[src/verilog/output_scaling_map.vh]
`ifndef OUTPUT_SCALING_MAP_VH
`define OUTPUT_SCALING_MAP_VH
// register byte addresses
`define OFS_LIN_GAIN      12'h000
`define OFS_LIN_OFFSET    12'h004
`define OFS_OUT_GAIN      12'h008
`define OFS_OUT_OFFSET    12'h00c
`define OFS_CLAMP_HIGH    12'h010
`define OFS_CLAMP_LOW     12'h014
`define OFS_SETUP         12'h018
`define OFS_STATUS        12'h01c
`define OFS_SAMPLE_IN     12'h020
`define OFS_RESULT        12'h024
`define OFS_SETPOINT_TABLE_BASE    12'h040
`define OFS_SETPOINT_TABLE_LAST    12'h07c
// reset values
`define RST_LIN_GAIN      16'h4000
`define RST_LIN_OFFSET    16'h0000
`define RST_OUT_GAIN      16'h4000
`define RST_OUT_OFFSET    16'h0000
`define RST_CLAMP_HIGH    16'h7fff
`define RST_CLAMP_LOW     16'h0000
`define RST_SETUP         16'h1000
// setup word fields
`define SU_RANGE_HI       14
`define SU_RANGE_LO       12
`define SU_PWM_HI         11
`define SU_PWM_LO         10
`define SU_SHORT_HI       9
`define SU_SHORT_LO       8
`define SU_POL_BAND       7
`define SU_SUPPLY         5
`define SU_COMM           4
`define SU_OV_DIS         3
`define SU_DIAG_LATCH     2
`define SU_DIAG_DIS       1
`define SU_LOCK           0
`define SU_WMASK          16'h7fbf
// linear input limit
`define LIN_MAX           16'h7fff
`endif

[src/verilog/output_scaling_linearization.v]
// What this block does
// linearizer input limited to 0..32767
// input gain and offset scale ahead
// output gain/offset map analog output
// output gain/offset map pwm duty
// output limited between low/high clamps
// setup bits 14:12 barrel range; 15,6 reserved
// bits 11:10 pwm rate, reserved on analog
// bits 9:8 short detection response mode
// bit7 error band when locked, else high
// bit7 pwm polarity, effective once locked
// bit5 supply supervision threshold set
// bit4 enables output pin communication
// bit3 high disables overvoltage detection
// bit2 latches diagnosis till power-on
// bit1 low: errors force error band
// bit1 low: errors force pwm error mode
// bit0 set locks configuration memory
// short detection needs lock plus power-on
// sixteen equal segments, linear interpolation
// programmer supplies monotonic characteristic
// zero setpoints give neutral straight line
// pwm rate field frequency mapping
// barrel shifter picks 16 of 22 bits
// clamp scaled input before segment select
// top four bits segment, rest fraction
//
// Local design decisions: the AXI4-Lite register port and the placing of the registers.
`timescale 1ns/100ps
`include "output_scaling_map.vh"
module output_scaling_linearization #(
    parameter PWM_VARIANT = 0
) (
    input  wire        clock,
    input  wire        sys_rst,
    input  wire        porEvent,
    input  wire [21:0] decimWord,
    input  wire        diagError,
    input  wire [11:0] s_axi_awaddr,
    input  wire        s_axi_awvalid,
    output reg         s_axi_awready,
    input  wire [31:0] s_axi_wdata,
    input  wire [3:0]  s_axi_wstrb,
    input  wire        s_axi_wvalid,
    output reg         s_axi_wready,
    output reg  [1:0]  s_axi_bresp,
    output reg         s_axi_bvalid,
    input  wire        s_axi_bready,
    input  wire [11:0] s_axi_araddr,
    input  wire        s_axi_arvalid,
    output reg         s_axi_arready,
    output reg  [31:0] s_axi_rdata,
    output reg  [1:0]  s_axi_rresp,
    output reg         s_axi_rvalid,
    input  wire        s_axi_rready,
    output reg  [15:0] outValue_r,
    output reg  [1:0]  pwmRateSel_r,
    output reg  [3:0]  pwmPeriodLog_r,
    output reg         pwmPolarity_r,
    output reg         errorBandLow_r,
    output reg         forceError_r,
    output reg  [1:0]  shortMode_r,
    output reg         supplyNormal_r,
    output reg         outputPinCommEnable_r,
    output reg         overvoltageEnable_r,
    output reg         diagLatched_r,
    output reg         memoryLocked_r
);

////////////////////////////////////////////////////////////////////////////
// registers

reg  [15:0] linGain_r;
reg  [15:0] linOffset_r;
reg  [15:0] outGain_r;
reg  [15:0] outOffset_r;
reg  [15:0] clampHigh_r;
reg  [15:0] clampLow_r;
reg  [15:0] setupWord_r;
reg  [15:0] setpointTable_r [0:15];
reg  [15:0] sample_r;
reg  [15:0] linOut_r;
reg         lockAtPor_r;
reg         awPend_r;
reg         wPend_r;
reg  [11:0] awAddr_r;
reg  [31:0] wData_r;
reg  [3:0]  wStrb_r;

// merge byte lanes of a 16-bit register
function [15:0] mergeLanes;
    input [15:0] old;
    input [31:0] data;
    input [3:0]  strb;
    begin
        mergeLanes[7:0]  = strb[0] ? data[7:0]  : old[7:0];
        mergeLanes[15:8] = strb[1] ? data[15:8] : old[15:8];
    end
endfunction

// saturate a signed 18-bit value into a 16-bit window
function [15:0] sat16;
    input signed [17:0] v;
    input        [15:0] lo;
    input        [15:0] hi;
    begin
        if (v < $signed({{2{lo[15]}}, lo})) begin
            sat16 = lo;
        end else if (v > $signed({{2{hi[15]}}, hi})) begin
            sat16 = hi;
        end else begin
            sat16 = v[15:0];
        end
    end
endfunction

////////////////////////////////////////////////////////////////////////////
// axi write channel

wire        doWrite = awPend_r && wPend_r && !s_axi_bvalid;
wire        setpointHit = (awAddr_r >= `OFS_SETPOINT_TABLE_BASE) &&
                          (awAddr_r <= `OFS_SETPOINT_TABLE_LAST);
wire [3:0]  wIndex = awAddr_r[5:2];
wire        locked = setupWord_r[`SU_LOCK];
integer     i;

always @(posedge clock) begin
    if (sys_rst) begin
        s_axi_awready <= 1'b1;
        s_axi_wready  <= 1'b1;
        s_axi_bvalid  <= 1'b0;
        s_axi_bresp   <= 2'b00;
        awPend_r      <= 1'b0;
        wPend_r       <= 1'b0;
        awAddr_r      <= 12'h000;
        wData_r       <= 32'h00000000;
        wStrb_r       <= 4'h0;
        linGain_r     <= `RST_LIN_GAIN;
        linOffset_r   <= `RST_LIN_OFFSET;
        outGain_r     <= `RST_OUT_GAIN;
        outOffset_r   <= `RST_OUT_OFFSET;
        clampHigh_r   <= `RST_CLAMP_HIGH;
        clampLow_r    <= `RST_CLAMP_LOW;
        setupWord_r   <= `RST_SETUP;
        sample_r      <= 16'h0000;
        for (i = 0; i < 16; i = i + 1) begin
            setpointTable_r[i] <= 16'h0000;
        end
    end else begin
        if (s_axi_awvalid && s_axi_awready) begin
            awAddr_r      <= {s_axi_awaddr[11:2], 2'b00};
            awPend_r      <= 1'b1;
            s_axi_awready <= 1'b0;
        end
        if (s_axi_wvalid && s_axi_wready) begin
            wData_r      <= s_axi_wdata;
            wStrb_r      <= s_axi_wstrb;
            wPend_r      <= 1'b1;
            s_axi_wready <= 1'b0;
        end
        if (doWrite) begin
            awPend_r     <= 1'b0;
            wPend_r      <= 1'b0;
            s_axi_bvalid <= 1'b1;
            s_axi_bresp  <= 2'b00;
            // configuration frozen once locked
            if (locked && awAddr_r != `OFS_SAMPLE_IN) begin
                s_axi_bresp <= 2'b10;
            end else if (awAddr_r == `OFS_LIN_GAIN) begin
                linGain_r <= mergeLanes(linGain_r, wData_r, wStrb_r);
            end else if (awAddr_r == `OFS_LIN_OFFSET) begin
                linOffset_r <= mergeLanes(linOffset_r, wData_r, wStrb_r);
            end else if (awAddr_r == `OFS_OUT_GAIN) begin
                outGain_r <= mergeLanes(outGain_r, wData_r, wStrb_r);
            end else if (awAddr_r == `OFS_OUT_OFFSET) begin
                outOffset_r <= mergeLanes(outOffset_r, wData_r, wStrb_r);
            end else if (awAddr_r == `OFS_CLAMP_HIGH) begin
                clampHigh_r <= mergeLanes(clampHigh_r, wData_r, wStrb_r);
            end else if (awAddr_r == `OFS_CLAMP_LOW) begin
                clampLow_r <= mergeLanes(clampLow_r, wData_r, wStrb_r);
            end else if (awAddr_r == `OFS_SETUP) begin
                // reserved bits 15 and 6 stay zero
                setupWord_r <= mergeLanes(setupWord_r, wData_r, wStrb_r) &
                               `SU_WMASK;
            end else if (awAddr_r == `OFS_SAMPLE_IN) begin
                sample_r <= mergeLanes(sample_r, wData_r, wStrb_r);
            end else if (setpointHit) begin
                setpointTable_r[wIndex] <=
                    mergeLanes(setpointTable_r[wIndex], wData_r, wStrb_r);
            end else begin
                s_axi_bresp <= 2'b10;
            end
        end
        if (s_axi_bvalid && s_axi_bready) begin
            s_axi_bvalid  <= 1'b0;
            s_axi_awready <= 1'b1;
            s_axi_wready  <= 1'b1;
        end
    end
end

////////////////////////////////////////////////////////////////////////////
// axi read channel

wire [15:0] statusWord = {13'h0000, lockAtPor_r, memoryLocked_r,
                          forceError_r};

always @(posedge clock) begin
    if (sys_rst) begin
        s_axi_arready <= 1'b1;
        s_axi_rvalid  <= 1'b0;
        s_axi_rdata   <= 32'h00000000;
        s_axi_rresp   <= 2'b00;
    end else if (s_axi_arvalid && s_axi_arready) begin
        s_axi_arready <= 1'b0;
        s_axi_rvalid  <= 1'b1;
        s_axi_rresp   <= 2'b00;
        s_axi_rdata   <= 32'h00000000;
        if (s_axi_araddr[11:2] == `OFS_LIN_GAIN >> 2) begin
            s_axi_rdata[15:0] <= linGain_r;
        end else if (s_axi_araddr[11:2] == `OFS_LIN_OFFSET >> 2) begin
            s_axi_rdata[15:0] <= linOffset_r;
        end else if (s_axi_araddr[11:2] == `OFS_OUT_GAIN >> 2) begin
            s_axi_rdata[15:0] <= outGain_r;
        end else if (s_axi_araddr[11:2] == `OFS_OUT_OFFSET >> 2) begin
            s_axi_rdata[15:0] <= outOffset_r;
        end else if (s_axi_araddr[11:2] == `OFS_CLAMP_HIGH >> 2) begin
            s_axi_rdata[15:0] <= clampHigh_r;
        end else if (s_axi_araddr[11:2] == `OFS_CLAMP_LOW >> 2) begin
            s_axi_rdata[15:0] <= clampLow_r;
        end else if (s_axi_araddr[11:2] == `OFS_SETUP >> 2) begin
            s_axi_rdata[15:0] <= setupWord_r;
        end else if (s_axi_araddr[11:2] == `OFS_STATUS >> 2) begin
            s_axi_rdata[15:0] <= statusWord;
        end else if (s_axi_araddr[11:2] == `OFS_SAMPLE_IN >> 2) begin
            s_axi_rdata[15:0] <= sample_r;
        end else if (s_axi_araddr[11:2] == `OFS_RESULT >> 2) begin
            s_axi_rdata[15:0] <= outValue_r;
        end else if (s_axi_araddr[11:6] == 6'h01) begin
            s_axi_rdata[15:0] <= setpointTable_r[s_axi_araddr[5:2]];
        end else begin
            s_axi_rresp <= 2'b10;
        end
    end else if (s_axi_rvalid && s_axi_rready) begin
        s_axi_rvalid  <= 1'b0;
        s_axi_arready <= 1'b1;
    end
end

////////////////////////////////////////////////////////////////////////////
// signal path

wire [2:0]  rangeSel = setupWord_r[`SU_RANGE_HI:`SU_RANGE_LO];
wire [21:0] shifted  = decimWord << (rangeSel - 3'd1);
// setting 1 widest, each step halves the range
wire [15:0] barrelOut = (rangeSel == 3'd0) ? sample_r : shifted[21:6];
wire signed [31:0] scaledProd = $signed(barrelOut) * $signed(linGain_r);
wire signed [17:0] scaledSum  = $signed(scaledProd[31:14]) +
                                $signed({{2{linOffset_r[15]}}, linOffset_r});
// scale then keep within 0..32767
wire [15:0] linIn    = sat16(scaledSum, 16'h0000, `LIN_MAX);
wire [3:0]  segIdx   = linIn[14:11];
wire [10:0] segFrac  = linIn[10:0];
wire [15:0] spLo     = setpointTable_r[segIdx];
wire [15:0] spHi     = (segIdx == 4'hf) ? 16'h0000 :
                       setpointTable_r[segIdx + 4'h1];
// interpolated correction over straight line
wire signed [16:0] spDiff = $signed({spHi[15], spHi}) -
                            $signed({spLo[15], spLo});
wire signed [28:0] interp = spDiff * $signed({1'b0, segFrac});
wire signed [17:0] corr   = $signed({{2{spLo[15]}}, spLo}) +
                            $signed(interp[28:11]);
wire signed [17:0] linSum = $signed({2'b00, linIn}) + corr;
wire [15:0] linNext  = sat16(linSum, 16'h0000, `LIN_MAX);
wire signed [31:0] outProd = $signed(linOut_r) * $signed(outGain_r);
wire signed [17:0] outSum  = $signed(outProd[31:14]) +
                             $signed({{2{outOffset_r[15]}}, outOffset_r});

always @(posedge clock) begin
    if (sys_rst) begin
        linOut_r   <= 16'h0000;
        outValue_r <= 16'h0000;
    end else begin
        linOut_r   <= linNext;
        // output gain/offset then clamp window
        outValue_r <= sat16(outSum, clampLow_r, clampHigh_r);
    end
end

////////////////////////////////////////////////////////////////////////////
// setup word decode

always @(posedge clock) begin
    if (sys_rst) begin
        lockAtPor_r           <= 1'b0;
        memoryLocked_r        <= 1'b0;
        pwmRateSel_r          <= 2'b00;
        pwmPeriodLog_r        <= 4'hc;
        pwmPolarity_r         <= 1'b0;
        errorBandLow_r        <= 1'b0;
        forceError_r          <= 1'b0;
        shortMode_r           <= 2'b00;
        supplyNormal_r        <= 1'b0;
        outputPinCommEnable_r <= 1'b0;
        overvoltageEnable_r   <= 1'b1;
        diagLatched_r         <= 1'b0;
    end else begin
        memoryLocked_r <= locked;
        if (porEvent) begin
            lockAtPor_r <= locked;
        end
        // active only after lock and a later power-on
        shortMode_r <= lockAtPor_r ?
                       setupWord_r[`SU_SHORT_HI:`SU_SHORT_LO] : 2'b00;
        // reserved field on analog variant
        pwmRateSel_r <= PWM_VARIANT ?
                        setupWord_r[`SU_PWM_HI:`SU_PWM_LO] : 2'b00;
        // 11:2k/11b, 00:1k, 01:500, 10:250 all 12b
        pwmPeriodLog_r <= (PWM_VARIANT &&
                           setupWord_r[`SU_PWM_HI:`SU_PWM_LO] == 2'b11) ?
                          4'hb : 4'hc;
        pwmPolarity_r <= PWM_VARIANT && locked &&
                         setupWord_r[`SU_POL_BAND];
        errorBandLow_r <= !PWM_VARIANT && locked &&
                          setupWord_r[`SU_POL_BAND];
        supplyNormal_r        <= setupWord_r[`SU_SUPPLY];
        outputPinCommEnable_r <= setupWord_r[`SU_COMM];
        overvoltageEnable_r   <= !setupWord_r[`SU_OV_DIS];
        // latch till power-on or follow live condition
        if (porEvent) begin
            diagLatched_r <= diagError;
        end else if (setupWord_r[`SU_DIAG_LATCH]) begin
            diagLatched_r <= diagLatched_r | diagError;
        end else begin
            diagLatched_r <= diagError;
        end
        forceError_r <= !setupWord_r[`SU_DIAG_DIS] &&
                        (diagError || diagLatched_r);
    end
end

endmodule

[config.mk]
export PLATFORM = sky130hd
export DESIGN_NAME = output_scaling_linearization
export DESIGN_NICKNAME = d
export VERILOG_FILES = /design/src/verilog/output_scaling_linearization.v
export VERILOG_INCLUDE_DIRS = /design/src /design/src/verilog
export SDC_FILE = /design/constraint.sdc
export NUM_CORES = 2
export LEC_CHECK = 0
export ABC_AREA = 1
export ABC_CLOCK_PERIOD_IN_PS = 42800
export BUFFER_PORTS_ARGS = -buffer_cell sky130_fd_sc_hd__buf_2
export CAP_MARGIN = 20
export CORE_UTILIZATION = 30
export CTS_CLUSTER_DIAMETER = 50
export CTS_CLUSTER_SIZE = 24
export DETAILED_ROUTE_END_ITERATION = 10
export GPL_TIMING_DRIVEN = 0
export PLACE_DENSITY = 0.51
export SLEW_MARGIN = 20
export SYNTH_ARGS = -nofsm -noshare
export SYNTH_HDL_FRONTEND = slang
export SYNTH_SLANG_ARGS = --single-unit
[constraint.sdc]
create_clock -name clock -period 42.8 [get_ports clock]
set_clock_uncertainty 0.05 [all_clocks]
set_input_delay 2.14 -clock clock [delete_from_list [all_inputs] [get_ports clock]]
set_output_delay 2.14 -clock clock [all_outputs]
set_load 0.02 [all_outputs]
# == Word-level counts from Yosys, hierarchy flattened ==
# Memories as Yosys holds them, arrays and structs flattened.
# Index checks and enable logic that the tools add are counted.
# word_totals
regBits,223
latch_bits,0
mem_bits_rw,256
rom_bits,0
inputBits,91
output_inout_bits,73
memories,1
# op_classes
addsub,7
mul,3
div,0
magnitude_cmp,8
eq_ne,21
shifts,1
n_mux,65
bitwise_logic,10
reduce_logical,43
# mem_list
memory,depth,width,rd,rd_ports_with_merged_regs,write_ports,line,source
setpointTable_r,16,16,3,0,16,output_scaling_linearization.v:80,reg [15:0] setpointTable_r [0:15];
# op_table
op,n
2-to-1 mux 16 bit,18
"equality test 10 x 3 -> 1 bit, second input constant",7
multiplier 16 x 16 -> 32 bit,2
2-to-1 mux 2 bit,22
"equality test 10 x 2 -> 1 bit, second input constant",4
adder 18 x 16 -> 18 bit,2
"greater-than comparator 18 x 16 -> 1 bit, second input constant",2
"< comparator 18 x 1 -> 1 bit, second input constant",2
"equality test 10 x 4 -> 1 bit, second input constant",3
multiplier 17 x 12 -> 29 bit,1
AND reduction 11 bit,2
left shift 22 x 3 -> 22 bit,1
2-to-1 mux 1 bit,21
"equality test 10 x 1 -> 1 bit, second input constant",2
AND reduction 10 bit,2
adder 16 x 18 -> 18 bit,1
adder 17 x 18 -> 18 bit,1
greater-than comparator 18 x 16 -> 1 bit,1
< comparator 18 x 16 -> 1 bit,1
AND reduction 9 bit,2
subtractor 16 x 16 -> 17 bit,1
2-to-1 mux 8 bit,2
AND reduction 8 bit,2
OR reduction 16 bit,1
26 further kinds,55

# == Depth between registers and ports, before layout ==
# depth
depth_word,18
depth_mapped,121
mapped_depth_nobuf,114

# == Least setup slack after synthesis ==
# Ideal clock, no wire load.
# synth_path
kind,input port to flip-flop
from,in decimWord[12]
to,reg linOut_r[2]
setup_ps,114
arrival_time_ps,20343
required_ps,42636
slack_ps,22294
stages,111
n_path_buf,5
cell_sequence,nand2_1 > nand2_1 > nor2_1 > a31oi_1 > nand2_1 > nand3_1 > o21ai_1 > clkinv_1 > nand2_1 > fa_1 > fa_1 > fa_1 > fa_1 > inv_1 > fa_1 > inv_1 > fa_1 > inv_1 > [... 75 more ...] > nand2_1 > o211ai_1 > a21oi_1 > o21bai_1 > a21oi_1 > o21ai_0 > nand3_1 > nand2_1 > nand2_1 > nand2_1 > a21oi_1 > xnor2_1 > nand3b_1 > nand2_1 > nand2_2 > nand3_4 > buf_6 > nor2_1
# synth_between
elab_chain_len,16
elab_cells_between_ends,20
# synth_lines
element,line,source
from (decl),output_scaling_linearization.v:37,"input wire [21:0] decimWord,"
left shift 22 x 3 -> 22 bit (*),output_scaling_linearization.v:254,wire [21:0] shifted = decimWord << (rangeSel - 3'd1);
2-to-1 mux 16 bit (*),output_scaling_linearization.v:256,wire [15:0] barrelOut = (rangeSel == 3'd0) ? sample_r : shifted[21:6];
multiplier 16 x 16 -> 32 bit (*),output_scaling_linearization.v:257,wire signed [31:0] scaledProd = $signed(barrelOut) * $signed(linGain_r);
adder 18 x 16 -> 18 bit (*),output_scaling_linearization.v:258,wire signed [17:0] scaledSum = $signed(scaledProd[31:14]) +
greater-than comparator 18 x 16 -> 1 bit,output_scaling_linearization.v:109,"end else if (v > $signed({{2{hi[15]}}, hi})) begin"
2-to-1 mux 16 bit,output_scaling_linearization.v:109,
2-to-1 mux 16 bit (*),output_scaling_linearization.v:107,"if (v < $signed({{2{lo[15]}}, lo})) begin"
adder 4 x 1 -> 4 bit,output_scaling_linearization.v:266,setpointTable_r[segIdx + 4'h1];
memory (16 x 16 bit),-,
2-to-1 mux 16 bit,output_scaling_linearization.v:265,wire [15:0] spHi = (segIdx == 4'hf) ? 16'h0000 :
subtractor 16 x 16 -> 17 bit,output_scaling_linearization.v:268,"wire signed [16:0] spDiff = $signed({spHi[15], spHi}) -"
multiplier 17 x 12 -> 29 bit,output_scaling_linearization.v:270,"wire signed [28:0] interp = spDiff * $signed({1'b0, segFrac});"
adder 16 x 18 -> 18 bit,output_scaling_linearization.v:271,"wire signed [17:0] corr = $signed({{2{spLo[15]}}, spLo}) +"
adder 17 x 18 -> 18 bit (*),output_scaling_linearization.v:273,"wire signed [17:0] linSum = $signed({2'b00, linIn}) + corr;"
greater-than comparator 18 x 16 -> 1 bit / < comparator 18 x 1 -> 1 bit (equally long branches),"output_scaling_linearization.v:109, output_scaling_linearization.v:107",
2-to-1 mux 15 bit / OR reduction 2 bit (equally long branches),-,
to (signal assigned),output_scaling_linearization.v:284,linOut_r <= linNext;
to (decl),output_scaling_linearization.v:82,reg [15:0] linOut_r;
# Mark *: on every way between the ends. The rest lies on a longest branch, timed or not.
# A chain may end at the register's enable or synchronous reset.

# == Final worst setup path ==
# layout_path
from,reg setupWord_r[12]
to,reg linOut_r[8]
# layout_between
elab_chain_len,17
elab_cells_between_ends,22
# layout_lines
element,line,source
from (decl),output_scaling_linearization.v:79,reg [15:0] setupWord_r;
from (signal assigned),output_scaling_linearization.v:144,setupWord_r <= `RST_SETUP;
from (signal assigned),output_scaling_linearization.v:183,"setupWord_r <= mergeLanes(setupWord_r, wData_r, wStrb_r) &"
subtractor 3 x 1 -> 3 bit,output_scaling_linearization.v:254,
left shift 22 x 3 -> 22 bit,output_scaling_linearization.v:254,
2-to-1 mux 16 bit (*),output_scaling_linearization.v:256,
multiplier 16 x 16 -> 32 bit (*),output_scaling_linearization.v:257,
adder 18 x 16 -> 18 bit (*),output_scaling_linearization.v:258,
greater-than comparator 18 x 16 -> 1 bit,output_scaling_linearization.v:109,
2-to-1 mux 16 bit,output_scaling_linearization.v:109,
2-to-1 mux 16 bit (*),output_scaling_linearization.v:107,
adder 4 x 1 -> 4 bit,output_scaling_linearization.v:266,
memory (16 x 16 bit),-,
2-to-1 mux 16 bit,output_scaling_linearization.v:265,
subtractor 16 x 16 -> 17 bit,output_scaling_linearization.v:268,
multiplier 17 x 12 -> 29 bit,output_scaling_linearization.v:270,
adder 16 x 18 -> 18 bit,output_scaling_linearization.v:271,
adder 17 x 18 -> 18 bit (*),output_scaling_linearization.v:273,
greater-than comparator 18 x 16 -> 1 bit / < comparator 18 x 1 -> 1 bit (equally long branches),"output_scaling_linearization.v:109, output_scaling_linearization.v:107",
2-to-1 mux 15 bit / OR reduction 2 bit (equally long branches),-,
# Marks and branches as above.

==> results.yml <==
global_routing:
  globalRouteOverflowTotal: 0
  first_global_vias: 50153
  grt.total_usage_pct: 29.40
  grt_antenna_before_repair: 30
  grt_first_pass_wirelength_um: 384300
  grt_max_degree: 23
worst_hold_path:
  min_from: "awPend_r"
  hp-class: "register to register"
synth:
  synth.largest_area_cell: "fa_1"
  synthTopCellsByCount: "inv_1, nand2_1, fa_1"
  ys_async_sr_fraction_pct: 0
  synthDistinctLibCells: 66
  synth_area_leaders: "fa_1, edfxtp_1, inv_1"
  synth-seq-area-share_pct: 22.02
  yosysTopAreaCellShare_pct: 25.87
  synthMostInstantiatedCell: "inv_1"
  synth_warnings: 0
  syn_area_um2: 55010
  synth_area_per_cell_um2: 7.961
  synth_edf_count: 256
  syn_inst: 6910
  ys.flop_type: "edfxtp_1"
  ys_ff_latch: 477
run:
  drv_cap: 0
detailed_routing:
  vias: 50921
  drtAntennaViolNets: 0
  wirelength_um: 274900
  drc: 0
  post_drt_wl_per_cell_um: 28.79
  firstDrtPassIters: 8
  via_per_inst: 5.333
  detail_route.iter0.violations: 5803
clock_tree:
  clockBufferDepth: 3
  post_cts_buffers: 0
  cts-root-buf: "clkbuf_16"
  h-tree-depth: 2
  cts_sinks: 477
  postCtsHoldBufs: 0
  cts_tree: "done"
  clock_latency_ps: 740
  clk_pin_slew_worst_paths_ps: 80
  cts_resized: 0
  cts_buffers: 58
setup_path:
  cp-startpoint: "setupWord_r[12]"
  crit_type: "register to register"
  startpoint_type: "register"
  critical-path-top-delay-family: "adder cells"
  cp_slowest_cell: "clkbuf_1"
  arrival_ps: 27980
  path_common_cell: "nand2_1"
  worst-endpoint-required_ps: 43320
  reg2reg_from: "setupWord_r[12]"
  slowest_delay_ps: 950
  path_buf_inv: 25
  cp_max_fo: 11
  worstSetupEndpointType: "register"
sta:
  setup-tns-final_ps: 0
  worst_slew_pin_slew_ps: 1330
  max_slew_margin_pct: 10.68
  hold_viol: 0
  timing.fmax_mhz: 36.42
  rsz0062_at_grt: "no"
  setup_viol: 0
  drv_slew: 0
  setup_ws_ps: 15340
  post-route-period-util_pct: 64.15
  min_period_ps: 27460
floorplan:
  io_pins: 164
  row_count: 156
  fp.dieW_um: 430.2
  start_util_pct: 30.31
  dieArea_um2: 185100
  core_region_area_um2: 181500
  dieHeight_um: 430.2
layout:
  area_growth_pct: 11.18
  layout-drive-gt1-share_pct: 5.940
  nNetsFinal: 8247
  fin_util_pct: 33.69
placement:
  pre_cts_slack_ps: 15000
  hpwlAfterDp_um: 222200
  gp_congestion: 1.053
  numPortBuffers: 116
run_status:
  status: "completed"
==> cell usage in the layout, fill, tap and decap left out, drive strengths merged, types with 3 or more instances in the layout <==
cell | netlist | final
diode | 0 | 7
o21bai | 23 | 23
or2 | 18 | 18
clkinvlp | 0 | 4
edfxtp | 256 | 256
a21oi | 494 | 494
clkinv | 34 | 56
a31oi | 51 | 51
dfxtp | 221 | 221
nand3 | 193 | 193
clkbuf | 223 | 284
nor3 | 58 | 58
a21boi | 3 | 3
conb | 2 | 27
nor4 | 11 | 11
xnor2 | 48 | 48
a211oi | 58 | 58
buf | 107 | 234
inv | 1340 | 1361
a21o | 5 | 5
xor2 | 92 | 92
nand4 | 18 | 18
o21ai | 448 | 448
o221ai | 20 | 20
a22oi | 55 | 55
ha | 323 | 323
nor2 | 641 | 641
nand2 | 1234 | 1234
o311ai | 3 | 3
and2 | 3 | 3
o21a | 8 | 8
o2111ai | 31 | 31
o31ai | 5 | 5
or3 | 3 | 3
o211ai | 111 | 111
o22ai | 22 | 22
a221oi | 18 | 18
a32o | 5 | 5
fa | 711 | 711
==> final cells by class <==
class	count	area, um2
clock inverter	49	721.9
clock buffer	61	1484
sequential	477	12110
buffer	330	1478
antenna	7	17.52
tap	2370	2965
multi-input combinational	4754	36470
fill	19376	120400
inverter	1374	5160
timing repair buffer	127	750.7
==> per-layer routing <==
layer | vias up | global-route usage, % | part of all wire (%)
met5 | - | 0 | 0.031
met4 | 14 | 13.64 | 5.7
met3 | 526 | 4.905 | 8.2
met2 | 2537 | 44.85 | 43
met1 | 25460 | 40.50 | 43
li1 | 22384 | - | -
==> worst paths after layout <==
kind | to | slack, ps | depth (start not counted)
min | awPend_r | 410 | 2
max reg2reg | linOut_r[8] | 15340 | 111
max | linOut_r[8] | 15340 | 111
min reg2reg | awPend_r | 410 | 2
==> metrics by stage <==
stage	instances	area, um2	hold slack (ps)
floorplan	6935	55110	329.8
global placement	9421	58650	391.2
detailed placement	9431	58900	402.1
CTS	9541	61110	409.0
global route	9544	61150	431.1
finish	9549	61160	412.6
==> worst min-delay path: stages (launching register included) <==
cell and delay [ps]:
dfxtp_1 300, inv_1 60, a21oi_1 60
==> registers in the layout, summed over array words and instances, names as in the netlist, 10 cells and up <==
signal           count
awAddr_r            10
clampHigh_r         16
clampLow_r          16
linGain_r           16
linOffset_r         16
linOut_r            16
outGain_r           16
outOffset_r         16
outValue_r          16
s_axi_rdata         16
sample_r            16
setpointTable_r    256
setupWord_r         14
wData_r             16
==> kinds of logic after synthesis <==
family          synth area share [%]
simple gates                   15.97
buf+inv                        12.01
compound gates                 14.53
fa+ha+maj                      33.22
flops                          22.02
xor+xnor                       2.229
other cells                  0.01365
mux                          0.01820
Power is left out: the tool's default activity adds up to more than one toggle a clock period on the data nets, which glitch-free logic cannot reach.
